$ cat src/include/crpc_pkg.sv
/*
 * Package for the clock-rate and PLL control block: register indices,
 * field positions, reset values, timing constants and the packed structs
 * that carry the bus, tick, PLL and LED signal groups.
 * Assumes a 250 MHz block clock that stands for the oscillator clock.
 */
package crpc_pkg;

    // Block clock period in nanoseconds (250 MHz).
    localparam int unsigned CLK_PERIOD_NS = 4;

    // Register indices; the byte address on the bus is four times the index.
    localparam logic [7:0] IDX_CLK_CTRL = 8'h8F;  // Clock-rate control register.
    localparam logic [7:0] IDX_PLL_CTRL = 8'hA3;  // PLL enable and lock status.
    localparam logic [7:0] IDX_PLL_DIV  = 8'hA4;  // PLL divider register.
    localparam logic [7:0] IDX_LED_CTRL = 8'hF1;  // LED drive level register.

    // Reset values of the registers.
    localparam logic [7:0] RST_CLK_CTRL = 8'h00;
    localparam logic [7:0] RST_PLL_DIV  = 8'h00;
    localparam logic [7:0] RST_LED_CTRL = 8'h00;

    // Field positions in the clock-rate control register.
    localparam int unsigned BIT_TWO_WIRE   = 7;
    localparam int unsigned BIT_WATCHDOG   = 6;
    localparam int unsigned BIT_CNT_ARRAY  = 5;
    localparam int unsigned BIT_SERIAL     = 4;
    localparam int unsigned BIT_TIMER2     = 3;
    localparam int unsigned BIT_TIMER1     = 2;
    localparam int unsigned BIT_TIMER0     = 1;
    localparam int unsigned BIT_DOUBLE_SPD = 0;

    // Field positions in the PLL control register.
    localparam int unsigned BIT_PLL_EN     = 0;
    localparam int unsigned BIT_PLL_LOCKED = 1;

    // Divider register fields: R minus one high, N minus one low.
    localparam int unsigned DIV_R_MSB = 7;
    localparam int unsigned DIV_R_LSB = 4;
    localparam int unsigned DIV_N_MSB = 3;
    localparam int unsigned DIV_N_LSB = 0;

    // Oscillator periods per cycle in the two speed modes.
    localparam logic [3:0] PERIODS_SIX    = 4'h6;
    localparam logic [3:0] PERIODS_TWELVE = 4'hC;

    // PLL lock wait, as a time and as a count of block clock cycles.
    localparam int unsigned PLL_LOCK_NS  = 20000;
    localparam int unsigned PLL_LOCK_CYC = (PLL_LOCK_NS + CLK_PERIOD_NS - 1) / CLK_PERIOD_NS;
    localparam int unsigned LOCK_CNT_W   = 16;

    // Drive level codes of one LED output.
    typedef enum logic [1:0] {
        LED_OFF   = 2'h0,
        LED_2MA   = 2'h1,
        LED_6MA   = 2'h2,
        LED_10MA  = 2'h3
    } crpc_led_level_e;

    // Classic Wishbone request from the master.
    typedef struct packed {
        logic        cyc;
        logic        stb;
        logic        we;
        logic [9:0]  adr;
        logic [3:0]  sel;
        logic [31:0] dat;
    } crpc_wb_req_s;

    // Classic Wishbone answer from this slave.
    typedef struct packed {
        logic        ack;
        logic [31:0] dat;
    } crpc_wb_rsp_s;

    // One-cycle clock enable ticks, ordered like the control register bits.
    typedef struct packed {
        logic twoWire;
        logic watchdog;
        logic cntArray;
        logic serial;
        logic timer2;
        logic timer1;
        logic timer0;
        logic cpu;
    } crpc_tick_s;

    // PLL settings handed to the analog PLL.
    typedef struct packed {
        logic       enable;
        logic [3:0] divRMinus1;
        logic [3:0] divNMinus1;
    } crpc_pll_cfg_s;

    // Drive levels of the four LED outputs, LED 3 in the top field.
    typedef struct packed {
        crpc_led_level_e led3;
        crpc_led_level_e led2;
        crpc_led_level_e led1;
        crpc_led_level_e led0;
    } crpc_led_s;

endpackage

$ cat src/hdl/crpc_clock_rate_ctrl.sv
/*
 * Clock-rate and PLL control: the clock-rate control register, the
 * per-peripheral cycle ticks, PLL divider and enable with a lock wait,
 * and the LED drive selection, all reached over classic Wishbone.
 * Assumes one 250 MHz clock standing for the oscillator and a
 * synchronous active-high reset; the PLL itself lies outside.
 */
// Function
// - Peripheral bits act only in double speed.
// - Double speed: clear gives 6, set 12.
// - Control bits fixed by position, bit7 to bit0.
// - Control register resets to all zeros.
// - Each LED selects 2, 6 or 10 mA.
// - LEDs map to port 3 pins 3,5,6,7.
`timescale 1ns/100ps

module crpc_clock_rate_ctrl #(
    parameter int unsigned LOCK_CYCLES = crpc_pkg::PLL_LOCK_CYC
) (
    input  wire logic                   clk,
    input  wire logic                   rst,
    input  wire crpc_pkg::crpc_wb_req_s wbReq,
    output crpc_pkg::crpc_wb_rsp_s      wbRsp,
    output crpc_pkg::crpc_tick_s        ticks,
    output crpc_pkg::crpc_pll_cfg_s     pllCfg,
    output logic                        pllLocked,
    output crpc_pkg::crpc_led_s         ledDrive,
    output logic [7:0]                  port3AltSel
);

    // Port 3 pin numbers that carry LED outputs 0 to 3.
    localparam int unsigned P3_PIN_LED0 = 3;
    localparam int unsigned P3_PIN_LED1 = 5;
    localparam int unsigned P3_PIN_LED2 = 6;
    localparam int unsigned P3_PIN_LED3 = 7;

    // Terminal value of the lock counter, sized to the counter.
    localparam int unsigned      CNT_W     = crpc_pkg::LOCK_CNT_W;
    localparam logic [CNT_W-1:0] LOCK_LAST = CNT_W'(LOCK_CYCLES - 1);

    // All state of the controller in one struct.
    typedef struct packed {
        logic                              ack;       // Bus answer strobe.
        logic [31:0]                       rdData;    // Read data for the answer.
        logic [7:0]                        clkCtrl;   // Clock-rate control register.
        logic [7:0]                        pll_divider_reg;    // PLL divider register.
        logic                              pllEn;     // PLL enable.
        logic                              locked;    // PLL lock indicator.
        logic [crpc_pkg::LOCK_CNT_W-1:0]   lockCnt;   // Lock wait counter.
        logic [7:0]                        ledCtrl;   // LED drive levels.
        logic [7:0]                        p3Alt;     // Port 3 alternate selects.
    } crpc_state_s;

    crpc_state_s state_q;  // Registered state.
    crpc_state_s state_d;  // Next state.
    logic [7:0]  sixSel;   // Per tick: one for 6 periods, zero for 12.
    logic        wbReqOn;  // A new bus request stands this cycle.
    logic        wbWrite;  // A new write to byte lane 0 stands this cycle.
    logic [7:0]  wbIdx;    // Register index decoded from the byte address.

    // Chooses 6 periods for one tick source from the global and local bits.
    function automatic logic crpc_six_periods(input logic dblSpeed,
                                              input logic localSel,
                                              input logic isCpu);
        if (isCpu) begin
            crpc_six_periods = dblSpeed;
        end else begin
            // Local bit matters only in double speed, clear means 6 periods.
            crpc_six_periods = dblSpeed & ~localSel;
        end
    endfunction

    // Reads one register by index; unmapped indices read as zero.
    function automatic logic [31:0] crpc_read_reg(input logic [7:0] idx,
                                                  input crpc_state_s st);
        crpc_read_reg = 32'h0000_0000;
        case (idx)
            crpc_pkg::IDX_CLK_CTRL: begin
                crpc_read_reg[7:0] = st.clkCtrl;
            end
            crpc_pkg::IDX_PLL_CTRL: begin
                crpc_read_reg[crpc_pkg::BIT_PLL_EN]     = st.pllEn;
                crpc_read_reg[crpc_pkg::BIT_PLL_LOCKED] = st.locked;
            end
            crpc_pkg::IDX_PLL_DIV: begin
                crpc_read_reg[7:0] = st.pll_divider_reg;
            end
            crpc_pkg::IDX_LED_CTRL: begin
                crpc_read_reg[7:0] = st.ledCtrl;
            end
            default: begin
                crpc_read_reg = 32'h0000_0000;
            end
        endcase
    endfunction

    // Mode select for each tick source, bit 0 being the CPU machine cycle.
    always_comb begin
        for (int i = 0; i < 8; i++) begin
            sixSel[i] = crpc_six_periods(state_q.clkCtrl[crpc_pkg::BIT_DOUBLE_SPD],
                                         state_q.clkCtrl[i], i == 0);
        end
    end

    // One period generator per tick, in register bit order.
    for (genvar g = 0; g < 8; g++) begin : gen_tick
        crpc_period_gen u_gen (
            .clk        (clk),
            .rst        (rst),
            .sixPeriods (sixSel[g]),
            .tick       (ticks[g])
        );
    end

    // Bus decode: a request is new while no answer is pending.
    assign wbReqOn = wbReq.cyc & wbReq.stb & ~state_q.ack;
    assign wbWrite = wbReqOn & wbReq.we & wbReq.sel[0];
    assign wbIdx   = wbReq.adr[9:2];

    // Next-state logic: bus writes, read answer, lock wait, LED mapping.
    always_comb begin
        state_d        = state_q;
        state_d.ack    = wbReqOn;
        state_d.rdData = 32'h0000_0000;

        // Read data is taken before this cycle's write lands.
        if (wbReqOn && !wbReq.we) begin
            state_d.rdData = crpc_read_reg(wbIdx, state_q);
        end

        // Writes land at the one edge that also raises the answer.
        if (wbWrite) begin
            case (wbIdx)
                crpc_pkg::IDX_CLK_CTRL: begin
                    state_d.clkCtrl = wbReq.dat[7:0];
                end
                crpc_pkg::IDX_PLL_CTRL: begin
                    state_d.pllEn = wbReq.dat[crpc_pkg::BIT_PLL_EN];
                end
                crpc_pkg::IDX_PLL_DIV: begin
                    state_d.pll_divider_reg = wbReq.dat[7:0];
                end
                crpc_pkg::IDX_LED_CTRL: begin
                    state_d.ledCtrl = wbReq.dat[7:0];
                end
                default: begin
                    state_d.ack = wbReqOn;  // Unmapped writes are acknowledged and dropped.
                end
            endcase
        end

        // Lock wait: a divider change or disable restarts it, because the
        // PLL must settle again before its output can be trusted.
        if (!state_d.pllEn || (wbWrite && wbIdx == crpc_pkg::IDX_PLL_DIV)) begin
            state_d.lockCnt = '0;
            state_d.locked  = 1'b0;
        end else if (!state_q.locked) begin
            if (state_q.lockCnt >= LOCK_LAST) begin
                state_d.locked = 1'b1;
            end else begin
                state_d.lockCnt = state_q.lockCnt + 1'b1;
            end
        end

        // A pin is handed to its LED function whenever the LED is driven.
        state_d.p3Alt              = 8'h00;
        state_d.p3Alt[P3_PIN_LED0] = |state_d.ledCtrl[1:0];
        state_d.p3Alt[P3_PIN_LED1] = |state_d.ledCtrl[3:2];
        state_d.p3Alt[P3_PIN_LED2] = |state_d.ledCtrl[5:4];
        state_d.p3Alt[P3_PIN_LED3] = |state_d.ledCtrl[7:6];
    end

    // State register; reset starts in standard speed with the PLL off.
    always_ff @(posedge clk) begin
        if (rst) begin
            state_q         <= '0;
            state_q.clkCtrl <= crpc_pkg::RST_CLK_CTRL;
            state_q.pll_divider_reg  <= crpc_pkg::RST_PLL_DIV;
            state_q.ledCtrl <= crpc_pkg::RST_LED_CTRL;
        end else begin
            state_q <= state_d;
        end
    end

    // Outputs come straight from state flip-flops.
    assign wbRsp.ack         = state_q.ack;
    assign wbRsp.dat         = state_q.rdData;
    assign pllCfg.enable     = state_q.pllEn;
    assign pllCfg.divRMinus1 = state_q.pll_divider_reg[crpc_pkg::DIV_R_MSB:crpc_pkg::DIV_R_LSB];
    assign pllCfg.divNMinus1 = state_q.pll_divider_reg[crpc_pkg::DIV_N_MSB:crpc_pkg::DIV_N_LSB];
    assign pllLocked         = state_q.locked;
    assign ledDrive          = crpc_pkg::crpc_led_s'(state_q.ledCtrl);
    assign port3AltSel       = state_q.p3Alt;

endmodule

$ cat src/hdl/crpc_period_gen.sv
/*
 * Period generator: emits a one-cycle tick every 6 or 12 block clock
 * cycles, chosen by an input level from the same clock domain.
 * Assumes a synchronous active-high reset on the same clock.
 */
`timescale 1ns/100ps

module crpc_period_gen (
    input  wire logic clk,
    input  wire logic rst,
    input  wire logic sixPeriods,
    output logic      tick
);

    // All state of the generator in one struct.
    typedef struct packed {
        logic [3:0] cnt;
        logic       tick;
    } crpc_gen_state_s;

    crpc_gen_state_s state_q;  // Registered state.
    crpc_gen_state_s state_d;  // Next state.
    logic [3:0]      lastCnt;  // Terminal count for the current mode.

    // Next-state logic; a count beyond the new limit wraps at once, so a
    // switch from 12 to 6 periods never stretches one cycle past 12.
    always_comb begin
        lastCnt = sixPeriods ? (crpc_pkg::PERIODS_SIX - 4'h1)
                             : (crpc_pkg::PERIODS_TWELVE - 4'h1);
        state_d = state_q;
        if (state_q.cnt >= lastCnt) begin
            state_d.cnt  = 4'h0;
            state_d.tick = 1'b1;
        end else begin
            state_d.cnt  = state_q.cnt + 4'h1;
            state_d.tick = 1'b0;
        end
    end

    // State register with synchronous reset.
    always_ff @(posedge clk) begin
        if (rst) begin
            state_q <= '0;
        end else begin
            state_q <= state_d;
        end
    end

    // The tick comes straight from a flip-flop.
    assign tick = state_q.tick;

endmodule

$ cat config.mk
export PLATFORM = sky130hd
export DESIGN_NAME = crpc_clock_rate_ctrl
export DESIGN_NICKNAME = d
export VERILOG_FILES = /design/src/include/crpc_pkg.sv /design/src/hdl/crpc_clock_rate_ctrl.sv /design/src/hdl/crpc_period_gen.sv
export SDC_FILE = /design/constraint.sdc
export NUM_CORES = 1
export LEC_CHECK = 0
export BUFFER_PORTS_ARGS = -buffer_cell sky130_fd_sc_hd__buf_2
export CORE_MARGIN = 1
export CORE_UTILIZATION = 54
export CTS_BUF_LIST = sky130_fd_sc_hd__clkbuf_8
export CTS_CLUSTER_SIZE = 25
export DETAILED_ROUTE_END_ITERATION = 7
export PLACE_DENSITY_LB_ADDON = 0.15
export SLEW_MARGIN = 20
export SYNTH_ARGS = -nofsm -noshare
export SYNTH_HDL_FRONTEND = slang
export SYNTH_SLANG_ARGS = --single-unit
export TNS_END_PERCENT = 100
$ cat constraint.sdc
create_clock -name clk -period 2.76 [get_ports clk]
set_input_delay 0.138 -clock clk [delete_from_list [all_inputs] [get_ports clk]]
set_output_delay 0.138 -clock clk [all_outputs]
set_load 0.05 [all_outputs]
==> flow_summary.json <==
{
  "status": "completed",
  "min_period_ns": 2.12,
  "fin_ws_ns": 0.638,
  "final-max-slew-violation-count": 0,
  "rsz0062_at_grt": "false",
  "worstMarginPinSlew_ns": 0.853,
  "path_clk_slew_ns": 0.09,
  "clkLatencyLatePin_ns": 0.36,
  "hold_slack_ns": 0.0513,
  "setup_tns_ns": 0,
  "final_common_cell": "dfxtp_1",
  "ys.flop_type": "dfxtp_1",
  "crit_fanout": 8,
  "required_ns": 3.05,
  "vias_per_cell": 5.10,
  "die-area_mm2": 0.00899,
  "power_per_cell_area_mw_per_mm2": 514,
  "ir_worst_vdd_uv": 271,
  "synth_edf_count": 0,
  "num_rows": 33,
  "clock_skew_ns": 0.0120,
  "hp-start": "wbReq[2]",
  "die_x_um": 94.8,
  "dpl.hpwl_um": 6190,
  "synthCells": 536,
  "avgSynthCellArea_um2": 8.68,
  "post_cts_buffers": 0,
  "finalInstanceArea_mm2": 0.00481,
  "drt-total-wl_um": 8350,
  "drive_above_1_share": 0.151,
  "drv_cap": 0,
  "diodes": 0,
  "met3WireLength_um": 358,
  "synth_cell_types": 44,
  "min_path_type": "in2reg",
  "start_kind": "register",
  "fmax_ghz": 0.471,
  "timing.rr.start": "sixSel[0]",
  "yosys_warnings": 0,
  "final_cell_mix": "dfxtp_1, nor2_1, nand2_1",
  "min_period_over_period": 0.769,
  "htree_levels": 3,
  "via_count": 3383,
  "ant_nets": 0,
  "ios": 118,
  "p_total_mw": 2.47,
  "grt_pass1_vias": 3018,
  "setup_viol": 0,
  "nNetsFinal": 637,
  "numPlacedInstances": 647,
  "synthTopCellsByArea": "dfxtp_1, buf_4, ha_1, nor2_1, nand2_1",
  "cp-end-kind": "register",
  "routed.top_layer": "met4",
  "fp.dieH_um": 94.8,
  "hold_viol_final": 0,
  "grt_pass1_wl_um": 13800,
  "cts.repair.resized": 0,
  "utilization": 0.582,
  "grt-ovfl-total": 0,
  "synth_top_area_share": 0.409,
  "drt-met1-wl_um": 3890,
  "synth_top_cell_by_area": "dfxtp_1",
  "cts.sinks": 95,
  "port_buffers": 60,
  "pre_cts_ws_ns": 0.677,
  "cp-startpoint": "sixSel[0]",
  "ys_seq_elements": 95,
  "relSlewSlack": 0.431,
  "placed_area_mm2": 0.00463,
  "seq_area_frac_synth": 0.409,
  "wl_per_cell_um": 12.6,
  "total_leakage_power_nw": 2.23,
  "drc": 0,
  "grt_max_degree": 49,
  "criticalPathCategory": "reg2reg",
  "root_buffer": "clkbuf_8",
  "crit_arrival_ns": 2.41,
  "cts_tree": "built",
  "area_growth_pct": 3.34,
  "fin_cells": 663,
  "async_flop_share": 0,
  "cts_buffer_depth": 2,
  "grtUsageTotal": 0.195,
  "route.met2.wl_um": 3990,
  "drtIter0Drc": 136,
  "syn_area_mm2": 0.00465,
  "ctsHoldBuffers": 0,
  "firstDrtPassIters": 6,
  "coreArea_mm2": 0.00826,
  "gp_congestion": 0.790,
  "numCtsBuffers": 9,
  "start_util": 0.563,
  "antenna_found_initial": 0
}
## worst paths after layout
check                                 endpoint  slack [ns]  depth (start not counted)
hold reg to reg   gen_tick[6].u_gen.state_q[1]        0.47                          1
setup / recovery  gen_tick[7].u_gen.state_q[3]        0.64                          8
setup reg to reg  gen_tick[7].u_gen.state_q[3]        0.64                          8
hold / removal                     ledDrive[2]        0.05                          3
## cell usage after synthesis (2+ instances only)
master	number
ha_1	33
clkbuf_1	14
a211oi_1	2
or3_1	2
and3_1	7
a22oi_1	6
and2_1	9
a222oi_1	2
inv_1	16
a21oi_1	37
a21o_1	16
nor2_1	65
xnor2_1	16
a2111oi_0	2
buf_4	66
nor4b_1	3
and4b_1	2
a22o_1	2
mux2i_1	2
nand3_1	15
nor4_1	5
xor2_1	9
nand3b_1	2
nand2_1	62
o21ai_0	9
dfxtp_1	95
nor3_1	13
nand2b_1	8
## worst max-delay path, stage by stage (launching register included)
cell	delay (ns)
dfxtp_1	0.43
clkinv_1	0.26
nor2_1	0.28
ha_1	0.29
a21o_1	0.17
a21o_1	0.17
a21oi_1	0.20
nand2b_1	0.15
nor2_1	0.12
## state kept, by name, summed over array words and instances, names as in the netlist
name	count
gen_tick.u_gen.tick	8
ledDrive	8
gen_tick.u_gen.state_q	32
sixSel	1
state_q	23
pllLocked	1
wbRsp	9
port3AltSel	4
pllCfg	9
## area by class of cell
| class | count | area (um2) |
|---|---|---|
| Clock buffer | 10 | 138 |
| Clock inverter | 6 | 37.5 |
| Sequential cell | 95 | 1900 |
| Tap cell | 105 | 131 |
| Multi-Input combinational cell | 368 | 2220 |
| Fill cell | 785 | 3450 |
| Inverter | 17 | 63.8 |
| Timing Repair Buffer | 62 | 315 |
## layer usage
layer,track usage,vias to the layer above
li1,-,1744
met1,0.249,1557
met2,0.323,73
met3,0.0378,9
met4,0.0720,0
met5,0,-
## cells by family (layout without fill, tap and decap cells)
group,Yosys count,in the layout,synth area share
adders and majority gates,33,33,0.0888
xor gates and xnor gates,25,25,0.0471
other,1,28,0.000806
buffers and inverters,100,95,0.136
AOI/OAI and AO/OA,78,78,0.104
muxes,2,2,0.00430
DFF,95,95,0.409
and+or+nand+nor,202,202,0.210
## power breakdown
part | switching (mW) | internal (mW)
Sequential | 0.0288 | 1.40
Clock | 0.467 | 0.347
Combinational | 0.162 | 0.0639
Total | 0.657 | 1.81
(Power assumes the default switching activity.)
